`src/rtl/azq_cfg.svh`:
```
`ifndef AZQ_CFG_SVH
`define AZQ_CFG_SVH

// ----------------------------------------
// Time base
// ----------------------------------------
`define AZQ_NS_PER_S 1000000000
`define AZQ_CLK_PERIOD_NS 25
`define AZQ_XZ_WINDOW_S 9'h12c
`define AZQ_SUP_UNIT_S 17'h01c20
`define AZQ_SUP_MIN 4'h2

// ----------------------------------------
// Zones, keys and macros
// ----------------------------------------
`define AZQ_ZONE_NONE 8'h00
`define AZQ_ZONE_MAX 8'hfa
`define AZQ_RX1_ZONE 10'h3de
`define AZQ_RX2_ZONE 10'h3dc
`define AZQ_KEY_PANIC 6'h00
`define AZQ_MACRO_MAX 6'h20
`define AZQ_KEY_CFG_W 6

// ----------------------------------------
// Report event codes (BCD digits)
// ----------------------------------------
`define AZQ_CID_XZ_ERR 12'h378
`define AZQ_CID_RX_SUP 12'h381
`define AZQ_CID_TX_SUP 12'h381
`define AZQ_CID_TX_LB 12'h384

`endif

```
`src/rtl/azq_pkg.sv`:
```
package azq_pkg;
  typedef logic [7:0] azq_zone_t;
  typedef logic [9:0] azq_rep_id_t;
  typedef enum logic [1:0] {AZQ_KEY_A, AZQ_KEY_B, AZQ_KEY_C, AZQ_KEY_D} azq_key_t;
endpackage : azq_pkg

```
`src/rtl/azq_sup_timer.sv`:
```
`timescale 1ns/1ps
`default_nettype none
`include "azq_cfg.svh"

module azq_sup_timer (
  input wire logic clk_i,
  input wire logic resetn_i,
  input wire logic tick_i,
  input wire logic checkin_i,
  input wire logic [3:0] interval_i,
  output logic fail_o,
  output logic fail_pulse_o
);
  typedef struct packed {
    logic [16:0] cnt;
    logic fail;
    logic pulse;
  } azq_sup_st_t;

  azq_sup_st_t s;
  azq_sup_st_t next_s;
  logic en;
  logic [16:0] limit;

  // Interval is counted in two-hour units; 00 and 01 leave supervision off
  assign en = interval_i >= `AZQ_SUP_MIN;
  assign limit = 17'(interval_i) * `AZQ_SUP_UNIT_S;

  always_comb begin
    next_s = s;
    next_s.pulse = 1'b0;
    if (!en || checkin_i) begin
      next_s.cnt = '0;
      next_s.fail = 1'b0;
    end else if (tick_i && !s.fail) begin
      if (17'(s.cnt + 17'h00001) >= limit) begin
        next_s.fail = 1'b1;
        next_s.pulse = 1'b1;
      end else begin
        next_s.cnt = 17'(s.cnt + 17'h00001);
      end
    end
  end

  always_ff @(posedge clk_i or negedge resetn_i) begin
    if (!resetn_i) begin
      s <= '0;
    end else begin
      s <= next_s;
    end
  end

  assign fail_o = s.fail;
  assign fail_pulse_o = s.pulse;

  // ----------------------------------------
  // Checks
  // ----------------------------------------
  property p_fail_needs_enable;
    @(posedge clk_i) disable iff (!resetn_i)
    $rose(fail_o) |-> $past(interval_i) >= `AZQ_SUP_MIN && $past(s.cnt) == limit - 17'h00001;
  endproperty
  a_fail_needs_enable: assert property (p_fail_needs_enable) else $error("supervision fail early");
  property p_checkin_clears;
    @(posedge clk_i) disable iff (!resetn_i)
    checkin_i |=> !fail_o && s.cnt == '0;
  endproperty
  a_checkin_clears: assert property (p_checkin_clears) else $error("checkin did not clear");
  c_fail: cover property (@(posedge clk_i) disable iff (!resetn_i) $rose(fail_o));
endmodule : azq_sup_timer
`default_nettype wire

```
`src/rtl/azq_qualifier.sv`:
```
`timescale 1ns/1ps
`default_nettype none
`include "azq_cfg.svh"

// What this block does
// - Alarm needs both pair zones within five minutes
// - First zone still faulted when second trips
// - Four pairs, zones 1-250, zero disables pair
// - Bypassed or type-0 zone skips pair qualification
// - First zone of pair is processed first
// - Fault relay follows either zone alone
// - Alarm relay needs both; restore needs both
// - Partner timeout sends cross-zone error 378
// - Receiver silent interval raises zone 990/988
// - Silent transmitter raises trouble and report
// - Low-battery annunciation disarmed-only or always
// - Low-battery report optional; supervision always
// - Keys A-C panic or macro; D selectable
// - Global user authority overrides macro arming
module azq_qualifier #(
  parameter int ZONES = 250,
  parameter int NTX = 8,
  parameter int TICK_CYC = `AZQ_NS_PER_S / `AZQ_CLK_PERIOD_NS
) (
  input wire logic clk_i,
  input wire logic resetn_i,
  input wire logic [ZONES-1:0] zone_fault_i,
  input wire logic [ZONES-1:0] zone_bypass_i,
  input wire logic [ZONES-1:0] zone_type0_i,
  input wire logic [31:0] pair_first_i,
  input wire logic [31:0] pair_second_i,
  input wire logic restore_mode_i,
  input wire logic relay_clear_i,
  output logic [3:0] xz_alarm_o,
  output logic [3:0] pair_skip_o,
  output logic [3:0] relay_fault_o,
  output logic [3:0] relay_alarm_o,
  input wire logic [1:0] rx_heard_i,
  input wire logic [3:0] rx_interval_i,
  output logic [1:0] rx_fail_o,
  input wire logic [NTX-1:0] tx_checkin_i,
  input wire logic [3:0] tx_interval_i,
  output logic [NTX-1:0] tx_fail_o,
  input wire logic [NTX-1:0] tx_lowbat_i,
  input wire logic armed_i,
  input wire logic lb_sound_both_i,
  input wire logic lb_report_en_i,
  output logic lb_annunciate_o,
  output logic rep_valid_o,
  input wire logic rep_ready_i,
  output logic [11:0] rep_code_o,
  output logic [9:0] rep_id_o,
  input wire logic key_press_i,
  input wire logic [1:0] key_sel_i,
  input wire logic [23:0] key_cfg_i,
  input wire logic [5:0] user_macro_i,
  input wire logic user_global_i,
  output logic panic_o,
  output logic macro_run_o,
  output logic [5:0] macro_num_o,
  output logic global_override_o
);
  typedef struct packed {
    logic [25:0] div;
    logic tick;
    logic [3:0] run;
    logic [3:0] first_b;
    logic [3:0] aq;
    logic [3:0] bq;
    logic [3:0] relay;
    logic [3:0] alarm;
    logic [3:0][8:0] tmr;
    logic [3:0] pend_xz;
    logic [1:0] pend_rx;
    logic [NTX-1:0] pend_ts;
    logic [NTX-1:0] pend_lb;
    logic [NTX-1:0] lbq;
    logic annun;
    logic rep_valid;
    logic [11:0] code;
    logic [9:0] id;
    logic panic;
    logic mrun;
    logic ovr;
    logic [5:0] mnum;
  } azq_st_t;

  azq_st_t s;
  azq_st_t next_s;
  logic [3:0] fa;
  logic [3:0] fb;
  logic [3:0] act;
  logic [1:0] rx_pulse;
  logic [NTX-1:0] tx_pulse;

  function automatic logic zsel(input logic [ZONES-1:0] v, input azq_pkg::azq_zone_t z);
    zsel = 1'b0;
    if (z != `AZQ_ZONE_NONE && z <= `AZQ_ZONE_MAX) begin
      zsel = v[z - 8'h01];
    end
  endfunction : zsel

  function automatic logic macro_ok(input logic [5:0] m);
    macro_ok = m != `AZQ_KEY_PANIC && m <= `AZQ_MACRO_MAX;
  endfunction : macro_ok

  // ----------------------------------------
  // Pair decode
  // ----------------------------------------
  for (genvar p = 0; p < 4; p++) begin : g_pair
    azq_pkg::azq_zone_t za;
    azq_pkg::azq_zone_t zb;
    logic en;
    assign za = pair_first_i[p*8 +: 8];
    assign zb = pair_second_i[p*8 +: 8];
    // A zone number outside 1-250 counts as none, so half a pair never runs
    assign en = za != `AZQ_ZONE_NONE && za <= `AZQ_ZONE_MAX
        && zb != `AZQ_ZONE_NONE && zb <= `AZQ_ZONE_MAX;
    assign pair_skip_o[p] = en && (zsel(zone_bypass_i, za) || zsel(zone_bypass_i, zb)
        || zsel(zone_type0_i, za) || zsel(zone_type0_i, zb));
    assign act[p] = en && !pair_skip_o[p];
    assign fa[p] = zsel(zone_fault_i, za);
    assign fb[p] = zsel(zone_fault_i, zb);
    assign relay_fault_o[p] = act[p] && (fa[p] || fb[p]);
  end

  // ----------------------------------------
  // Supervision timers
  // ----------------------------------------
  for (genvar r = 0; r < 2; r++) begin : g_rx
    azq_sup_timer u_rx (
      .clk_i(clk_i),
      .resetn_i(resetn_i),
      .tick_i(s.tick),
      .checkin_i(rx_heard_i[r]),
      .interval_i(rx_interval_i),
      .fail_o(rx_fail_o[r]),
      .fail_pulse_o(rx_pulse[r])
    );
  end
  for (genvar t = 0; t < NTX; t++) begin : g_tx
    azq_sup_timer u_tx (
      .clk_i(clk_i),
      .resetn_i(resetn_i),
      .tick_i(s.tick),
      .checkin_i(tx_checkin_i[t]),
      .interval_i(tx_interval_i),
      .fail_o(tx_fail_o[t]),
      .fail_pulse_o(tx_pulse[t])
    );
  end

  // ----------------------------------------
  // Next state
  // ----------------------------------------
  always_comb begin
    logic [3:0] set_xz;
    logic [NTX-1:0] set_lb;
    logic found;
    logic [5:0] kc;
    logic rise_a;
    logic rise_b;
    next_s = s;
    set_xz = '0;
    set_lb = '0;
    found = 1'b0;
    kc = key_cfg_i[key_sel_i*`AZQ_KEY_CFG_W +: `AZQ_KEY_CFG_W];
    rise_a = 1'b0;
    rise_b = 1'b0;
    next_s.tick = 1'b0;
    next_s.alarm = '0;
    if (s.div == 26'(TICK_CYC - 1)) begin
      next_s.div = '0;
      next_s.tick = 1'b1;
    end else begin
      next_s.div = 26'(s.div + 26'h0000001);
    end
    for (int p = 0; p < 4; p++) begin
      rise_a = fa[p] && !s.aq[p];
      rise_b = fb[p] && !s.bq[p];
      next_s.aq[p] = fa[p];
      next_s.bq[p] = fb[p];
      if (!act[p]) begin
        next_s.run[p] = 1'b0;
        next_s.relay[p] = 1'b0;
      end else begin
        // Simultaneous trips count as the first zone followed by the second
        if ((rise_b && fa[p] && (s.run[p] || rise_a))
            || (rise_a && fb[p] && s.run[p])) begin
          next_s.run[p] = 1'b0;
          next_s.alarm[p] = 1'b1;
          next_s.relay[p] = 1'b1;
        end else if (s.run[p] && s.tick && s.tmr[p] == 9'(`AZQ_XZ_WINDOW_S - 9'h001)) begin
          next_s.run[p] = 1'b0;
          set_xz[p] = 1'b1;
        end else if (s.run[p] && s.tick) begin
          next_s.tmr[p] = 9'(s.tmr[p] + 9'h001);
        end else if (!s.run[p] && (rise_a || rise_b)) begin
          next_s.run[p] = 1'b1;
          next_s.first_b[p] = rise_b && !rise_a;
          next_s.tmr[p] = '0;
        end
        // A new alarm in the same cycle as a clear keeps the relay set
        if (s.relay[p] && !next_s.alarm[p]
            && ((restore_mode_i && !fa[p] && !fb[p]) || relay_clear_i)) begin
          next_s.relay[p] = 1'b0;
        end
      end
    end
    for (int t = 0; t < NTX; t++) begin
      set_lb[t] = tx_lowbat_i[t] && !s.lbq[t] && lb_report_en_i;
    end
    next_s.lbq = tx_lowbat_i;
    next_s.annun = (|tx_lowbat_i) && (!armed_i || lb_sound_both_i);
    // Report queue: one event per handshake, cross-zone errors first
    if (!s.rep_valid || rep_ready_i) begin
      next_s.rep_valid = 1'b0;
      for (int p = 0; p < 4; p++) begin
        if (!found && s.pend_xz[p]) begin
          found = 1'b1;
          next_s.pend_xz[p] = 1'b0;
          next_s.code = `AZQ_CID_XZ_ERR;
          next_s.id = {2'h0, s.first_b[p] ? pair_second_i[p*8 +: 8] : pair_first_i[p*8 +: 8]};
        end
      end
      for (int r = 0; r < 2; r++) begin
        if (!found && s.pend_rx[r]) begin
          found = 1'b1;
          next_s.pend_rx[r] = 1'b0;
          next_s.code = `AZQ_CID_RX_SUP;
          next_s.id = (r == 0) ? `AZQ_RX1_ZONE : `AZQ_RX2_ZONE;
        end
      end
      for (int t = 0; t < NTX; t++) begin
        if (!found && s.pend_ts[t]) begin
          found = 1'b1;
          next_s.pend_ts[t] = 1'b0;
          next_s.code = `AZQ_CID_TX_SUP;
          next_s.id = 10'(t + 1);
        end else if (!found && s.pend_lb[t]) begin
          found = 1'b1;
          next_s.pend_lb[t] = 1'b0;
          next_s.code = `AZQ_CID_TX_LB;
          next_s.id = 10'(t + 1);
        end
      end
      next_s.rep_valid = found;
    end
    // Sets are merged after the pick so a same-cycle event is never lost
    next_s.pend_xz = next_s.pend_xz | set_xz;
    next_s.pend_rx = next_s.pend_rx | rx_pulse;
    next_s.pend_ts = next_s.pend_ts | tx_pulse;
    next_s.pend_lb = next_s.pend_lb | set_lb;
    next_s.panic = 1'b0;
    next_s.mrun = 1'b0;
    if (key_press_i) begin
      if (key_sel_i != azq_pkg::AZQ_KEY_D && kc == `AZQ_KEY_PANIC) begin
        next_s.panic = 1'b1;
      end else if (macro_ok(kc)) begin
        next_s.mrun = 1'b1;
        next_s.mnum = kc;
        next_s.ovr = user_global_i;
      end else if (key_sel_i == azq_pkg::AZQ_KEY_D && kc == `AZQ_KEY_PANIC
                   && macro_ok(user_macro_i)) begin
        next_s.mrun = 1'b1;
        next_s.mnum = user_macro_i;
        next_s.ovr = user_global_i;
      end
    end
  end

  always_ff @(posedge clk_i or negedge resetn_i) begin
    if (!resetn_i) begin
      s <= '0;
    end else begin
      s <= next_s;
    end
  end

  assign xz_alarm_o = s.alarm;
  assign relay_alarm_o = s.relay;
  assign lb_annunciate_o = s.annun;
  assign rep_valid_o = s.rep_valid;
  assign rep_code_o = s.code;
  assign rep_id_o = s.id;
  assign panic_o = s.panic;
  assign macro_run_o = s.mrun;
  assign macro_num_o = s.mnum;
  assign global_override_o = s.ovr;

  // ----------------------------------------
  // Checks
  // ----------------------------------------
  property p_alarm_both;
    @(posedge clk_i) disable iff (!resetn_i)
    xz_alarm_o[0] |-> $past(fa[0] && fb[0] && act[0]);
  endproperty
  a_alarm_both: assert property (p_alarm_both) else $error("alarm without both zones");
  property p_skip_blocks;
    @(posedge clk_i) disable iff (!resetn_i)
    pair_skip_o[0] |=> !xz_alarm_o[0] && !relay_alarm_o[0];
  endproperty
  a_skip_blocks: assert property (p_skip_blocks) else $error("skipped pair qualified");
  property p_relay_rise;
    @(posedge clk_i) disable iff (!resetn_i)
    $rose(relay_alarm_o[0]) |-> xz_alarm_o[0];
  endproperty
  a_relay_rise: assert property (p_relay_rise) else $error("relay without alarm");
  property p_relay_hold;
    @(posedge clk_i) disable iff (!resetn_i)
    $fell(relay_alarm_o[0]) |-> $past(!act[0] || relay_clear_i
        || (restore_mode_i && !fa[0] && !fb[0]));
  endproperty
  a_relay_hold: assert property (p_relay_hold) else $error("relay released early");
  property p_rep_stable;
    @(posedge clk_i) disable iff (!resetn_i)
    rep_valid_o && !rep_ready_i |=> rep_valid_o && $stable(rep_code_o) && $stable(rep_id_o);
  endproperty
  a_rep_stable: assert property (p_rep_stable) else $error("report changed while stalled");
  property p_annun;
    @(posedge clk_i) disable iff (!resetn_i)
    lb_annunciate_o |-> $past(!armed_i || lb_sound_both_i);
  endproperty
  a_annun: assert property (p_annun) else $error("low battery shown while armed");
  property p_panic;
    @(posedge clk_i) disable iff (!resetn_i)
    key_press_i && key_sel_i == azq_pkg::AZQ_KEY_A && key_cfg_i[5:0] == `AZQ_KEY_PANIC
    |=> panic_o && !macro_run_o;
  endproperty
  a_panic: assert property (p_panic) else $error("key A panic missing");
  property p_override;
    @(posedge clk_i) disable iff (!resetn_i)
    key_press_i && user_global_i && macro_ok(key_cfg_i[11:6]) && key_sel_i == azq_pkg::AZQ_KEY_B
    |=> macro_run_o && global_override_o && macro_num_o == $past(key_cfg_i[11:6]);
  endproperty
  a_override: assert property (p_override) else $error("global authority lost");
  c_alarm: cover property (@(posedge clk_i) disable iff (!resetn_i) xz_alarm_o[0]);
  c_xz_err: cover property (@(posedge clk_i) disable iff (!resetn_i)
      rep_valid_o && rep_code_o == `AZQ_CID_XZ_ERR);
  c_macro: cover property (@(posedge clk_i) disable iff (!resetn_i) macro_run_o);
endmodule : azq_qualifier
`default_nettype wire

```
`config.mk`:
```
export PLATFORM = sky130hd
export DESIGN_NAME = azq_qualifier
export DESIGN_NICKNAME = d
export VERILOG_FILES = /design/src/rtl/azq_pkg.sv /design/src/rtl/azq_sup_timer.sv /design/src/rtl/azq_qualifier.sv
export VERILOG_INCLUDE_DIRS = /design/src /design/src/rtl
export SDC_FILE = /design/constraint.sdc
export NUM_CORES = 2
export LEC_CHECK = 0
export BUFFER_PORTS_ARGS = -buffer_cell sky130_fd_sc_hd__buf_2
export CORE_AREA = 2 2 370 372
export CTS_CLUSTER_DIAMETER = 120
export DETAILED_ROUTE_END_ITERATION = 7
export DIE_AREA = 0 0 372 374
export PLACE_DENSITY = 0.69
export SLEW_MARGIN = 15
export SYNTH_ARGS = -nofsm -noshare
export SYNTH_HDL_FRONTEND = slang
export SYNTH_SLANG_ARGS = --single-unit
```
`constraint.sdc`:
```
create_clock -name clk_i -period 22.4 [get_ports clk_i]
set_clock_uncertainty 0.1 [all_clocks]
set_input_delay 4.48 -clock clk_i [delete_from_list [all_inputs] [get_ports clk_i]]
set_output_delay 4.48 -clock clk_i [all_outputs]
set_load 0.005 [all_outputs]
```
Word level (Yosys, flattened, before mapping)
Cells that the tools add are included.

word-level totals
  bits in registers = 340
  input bits = 882
  output and inout port bits = 59
  word-level logic and storage cells = 771

cells by class
  $add $sub $neg = 23
  multipliers = 3
  magnitude comparators = 30
  equal/unequal tests = 29
  shift operators = 1
  multiplexer cells = 284
  bitwise operators = 17
  reductions and logical operators = 320

operators with widths
  cell                   number
  $mux 22                23
  $bmux 1 s8             24
  $mux 19                10
  $mux 1                 180
  $mux 18                10
  $add 17x1->17 const B  10
  $ge 17x17->1           10
  $mux 17                10
  $logic_and 1x1->1      137
  $mux 9                 9
  $lt 8x9->1 const B     8
  $logic_not 1->1        67
  $le 8x8->1 const B     8
  $reduce_bool 8->1      8
  $sub 8x1->8 const B    8
  $mux 8                 7
  $reduce_and 2->1       25
  $reduce_bool 2->1      25
  $logic_or 1x1->1       44
  $add 9x1->9 const B    4
  $eq 9x9->1 const B     4
  $add 26x1->26 const B  1
  $eq 26x26->1 const B   1
  $mux 26                1
  23 further kinds       73

Logic depth before layout (Yosys ltp)
  word-level depth = 64
  depth in mapped cells = 26
  depth with buffers taken out = 21

By module
From an unflattened synthesis, not the netlist that was laid out.

unflattened totals
  cells, all modules = 6267
  area total of the unflattened synthesis = 62856.5 um^2

by module, submodules not included
  module                            times used  cells an instance  area an instance (um^2)  seq. area each (um^2)
  azq_qualifier                     1           4310               45581.2                  3553.4
  azq_sup_timer (g_rx[0].u_rx ...)  9           196                1727.9                   475.5
  azq_sup_timer (g_tx[7].u_tx)      1           193                1724.2                   475.5

Worst setup path after synthesis
No wires, ideal clock.

  path kind = input -> output
  from = input port pair_first_i[16]
  to = output port relay_fault_o[2]
  data arrival time = 9.034 ns
  required time = 17.820 ns
  setup slack = 8.786 ns
  cell stages on the path = 20
  path buffers = 11
  cells stage by stage = buf_2 buf_2 buf_2 buf_4 buf_2 inv_1 clkbuf_1 ha_1 clkbuf_1 buf_2 buf_1 clkbuf_1 clkbuf_1 mux4_2 a22oi_1 o2111ai_1 nand4_1 o211ai_1 o211ai_1 nor2_1

on the way
  word-level cells in the longest chain between the ends = 11
  elaborated cells on any way between the ends = 23

RTL lines
  what                           RTL line              text
  from (decl)                    azq_qualifier.sv:30   input wire logic [31:0] pair_first_i,
  $sub 8x1->8                    azq_qualifier.sv:99   zsel = v[z - 8'h01];
  $bmux 1 s8                     azq_qualifier.sv:99
  $mux 1 (implied by the code)   azq_qualifier.sv:99
  $mux 1                         azq_qualifier.sv:98   if (z != `AZQ_ZONE_NONE && z <= `AZQ_ZONE_MAX) begin
  $logic_or 1x1->1               azq_qualifier.sv:119  assign pair_skip_o[p] = en && (zsel(zone_bypass_i, za) || zsel(zone_bypass_i, zb)
  $logic_or 1x1->1 (2 in a row)  azq_qualifier.sv:120  || zsel(zone_type0_i, za) || zsel(zone_type0_i, zb));
  $logic_and 1x1->1              azq_qualifier.sv:119
  $logic_not 1->1                azq_qualifier.sv:121  assign act[p] = en && !pair_skip_o[p];
  $logic_and 1x1->1              azq_qualifier.sv:121
  $logic_and 1x1->1 *            azq_qualifier.sv:124  assign relay_fault_o[p] = act[p] && (fa[p] || fb[p]);
  to (decl)                      azq_qualifier.sv:36   output logic [3:0] relay_fault_o,

Every way passes the cells marked *; elsewhere a longest branch is shown, timed or not. The select of a mux whose other input is x is not followed.

Final worst setup path
  from = input port pair_first_i[8]
  to = output port relay_fault_o[1]

Same word-level chain as after synthesis.

==> summary.md <==
| Metric | Value |
|---|---|
| Final ANT Viol Nets | 0 |
| Layout Nets | 7850 |
| Nature of the critical path endpoint | output port |
| PnR worst setup slack | 7150 ps |
| Worst path cell trace | buf_6, clkinv_1, buf_4, ha_4, buf_4, buf_4, mux4_2, mux4_2, a21oi_1, o31ai_1, a32oi_1, o41ai_1, nand3_1, nor2_1, buf_2 |
| Post-synth EDFFs | 0 |
| Final Wtd Congestion | 1.14 |
| Area occupied by multi-input gates | 49100 sq um |
| Met2 GRT Util | 71.3% |
| Overall power | 3.24 mW |
| Max Cap Violations | 1 |
| Worst Hold Path EP | s[54] |
| Clock tree buffer depth | 3 |
| Synth area leaders | mux4_2 37%, dfrtp_1 14%, nor2_1 3.9% |
| Remaining routing DRC violations | 107 |
| Worst Max-Slew Pin Slew | 1490 ps |
| Hold Crit Class | reg2reg |
| DR vias/cell | 7.95 |
| PortBufs | 937 |
| Endpoints failing hold | 0 |
| Worst skew pair latency | 600 ps |
| Hold Startpoint | g_tx[5].u_tx.fail_pulse_o |
| Switching Share | 46.3% |
| Peak supply drop | 69.0 uV |
| Most frequent CP cell | buf_4 |
| Non-Filler Instances | 8698 |
| Fin area | 68200 sq um |
| Gr ovfl total | 0 |
| Inst Count DP | 8515 |
| Reg area | 8310 sq um |
| Number of global-route vias before repair | 63600 |
| Worst R2R Setup Slack | 17430 ps |
| CP top delay family | buffers and inverters |
| Die H | 374 um |
| #FFs+latches synth | 332 |
| Largest net degree at the start of global routing | 146 |
| Commonest cells after routing, fill and taps aside | 972 x mux4_2, 929 x buf_2, 610 x nor2_1, 577 x nand2_1, 332 x dfrtp_1 |
| Final wirelength | 381 mm |
| Synth Flop Type | dfrtp_1 |
| Place WS | 7310 ps |
| Ys Warns | 0 |
| First-pass GRT wire length | 521 mm |
| Worst R2R Path Depth | 18 |
| Yosys top cell by area | mux4_2 |
| Gate power share | 58.1% |
| Crit-path slowest cell | ha_4 |
| TritonCTS clock tree | done |
| Commonest non-fill, non-tap cell in the layout | mux4_2 |
| Yosys top cell area share | 36.6% |
| Crit Reg-Reg Startpoint | g_tx[1].u_tx.s[2] |
| Switching pwr | 1.50 mW |
| Die area | 139000 sq um |
| Hold_buf cts | 0 |
| Status | finished with violations |
| CP Launch Type | input port |
| Register area share after synthesis | 13.9% |
| Final setup vio count | 0 |
| CTS root buf | clkbuf_16 |
| H-tree depth | 2 |
| Initial antenna violation count | 154 |
| Met3 Usage GRT | 35.4% |
| Worst Hold Depth | 1 |
| CP arrival | 10670 ps |
| Num rows | 135 |
| Vias post-DR | 69200 |
| Violation count after the first detailed-routing iteration | 12200 |
| Slew Viols, Final | 0 |
| Wire per inst | 43.8 um |
| Async S/R FF share, synth | 100% |
| Initial Util | 44.4% |
| Largest fanout on the critical path | 48 |
| Crit path buffers/inverters | 6 |
| Setup Fix Bufs, Post-CTS | 0 |
| Routing usage on met1 | 57.9% |
| Gate count of the mapped netlist | 6104 |
| CP max stage delay | 760 ps |
| Core area | 135000 sq um |
| Worst slew margin | 0.308% |
| Power share of the clock group | 21.0% |
| Area Overhead vs Synth | 13.9% |
| Number of fill cells | 12500 |
| Post-CTS sizing | 0 |
| Pwr dens | 47.4 nW/um^2 |
| Total I/O pin count | 941 |
| Crit share post-route | 68.1% |
| Cell Int Power | 1.74 mW |
| RR Endpoint | g_tx[1].u_tx.s[7] |
| Clock-pin slew on the worst setup and hold paths | 60 ps |
| Cts bufs inserted | 40 |
| Fraction of layout cells with a size suffix above 1 | 35.4% |
| Clock sink total | 332 |
| Final min period | 15250 ps |
| Violated checks | design-rule violations, max-capacitance violations |
| First-pass DRT Iterations | 8 |
| Yosys cell types | 107 |
| Post-placement cell area | 66500 sq um |
| Fmax | 65.6 MHz |
| Worst EP required | 17820 ps |
| Most used routing layer | met2 |
| Total negative slack | 0 ps |
| Mapped Area | 59900 sq um |
| Reg power frac | 20.9% |
| Syn_area_per_cell | 9.81 sq um |
| RSZ-0062 raised after global routing | no |
| CP Class | in2out |
| Lkg Pwr | 27.4 nW |
| DPL Wire Length | 281 mm |
| Die W | 372 um |
| GRT Overall Usage | 54.0% |
-- sequential cells by signal, summed over array words and instances, names as in the netlist, 4 cells and up --
name,flops
g_rx.u_rx.s,34
g_tx.u_tx.fail_o,8
rep_code_o,5
s,109
xz_alarm_o,4
macro_num_o,6
g_tx.u_tx.s,136
relay_alarm_o,4
rep_id_o,9
g_tx.u_tx.fail_pulse_o,8
-- through the flow --
stage,hold slack [ps],util (%)
final,324,50.5
after global routing,338,50.4
after CTS,327,50.2
after detailed placement,314,49.2
after global placement,312,49.2
after floorplan,304,-
-- final cells by class --
type	count	area share, %
Clock buffer	54	1.68
Antenna cell	107	0.393
Timing Repair Buffer	1164	9.50
Clock inverter	17	0.321
Multi-Input combinational cell	5123	72.0
Sequential cell	332	12.2
Inverter	120	0.660
Tap cell	1781	3.27
-- metal layers --
layer	vias to the layer above	part of all wire, %	wire (um)
li1	25900	-	-
met1	33600	31	118000
met2	7178	39	148000
met3	2399	18	67500
met4	112	12	46000
met5	-	0.53	2030
-- power groups by stage --
| stage | registers, mW | clock network (mW) | logic, mW |
|---|---|---|---|
| global placement | 0.684 | 0 | 1.71 |
| finish | 0.677 | 0.678 | 1.88 |
| CTS | 0.674 | 0.689 | 1.73 |
| global route | 0.679 | 0.713 | 1.88 |
| floorplan | 0.659 | 0 | 1.05 |
| detailed placement | 0.684 | 0 | 1.73 |
-- Yosys cell counts, drive strengths merged (57+ instances only) --
master	instances
o21ai	286
o31ai	59
clkbuf	220
mux2i	212
o22ai	58
nand2	582
a31oi	58
buf	311
nand2b	72
a211oi	57
nor2	617
nor3	133
ha	181
and3	104
nor2b	66
xor2	108
mux4	973
inv	117
nand4	105
a21oi	168
dfrtp	332
xnor2	128
a21o	58
nand3	246
-- cells by family after synthesis --
group | count (synthesis) | synth area share (%)
and+or+nand+nor | 2215 | 17.8
AOI/OAI and AO/OA | 1248 | 14.5
muxes | 1234 | 41.1
buffers and inverters | 651 | 5.27
DFF | 332 | 13.9
xor gates and xnor gates | 236 | 3.50
adders and majority gates | 187 | 3.98
other | 1 | 0.00626
-- worst register-to-register path, cell delays in order, from the launching register on --
cell and delay [ps]:
dfrtp_1 430, ha_1 260, and3_1 250, and3_1 260
and3_1 220, and3_1 260, nand3_1 220, nor2_1 180
xor2_1 230, ha_1 290, nand4_1 190, nor3_1 90
nand3_1 100, o22ai_1 70, o2bb2ai_1 130, a22o_1 180
a31oi_1 600, nand2_1 410, o41ai_1 380
-- worst max-delay path by stage --
stage / start / end / slack [ps] / cells past startpoint
6_report: pair_first_i[8] / relay_fault_o[1] / 7150 / 15
5_1_grt: pair_first_i[8] / relay_fault_o[1] / 7220 / 14
4_1_cts: pair_second_i[24] / relay_fault_o[3] / 7290 / 15
3_5_place_dp: pair_second_i[24] / relay_fault_o[3] / 7310 / 15
3_3_place_gp: pair_second_i[24] / relay_fault_o[3] / 7280 / 15
2_1_floorplan: pair_first_i[16] / relay_fault_o[2] / 8790 / 20
Power figures use the tool's default switching activity.
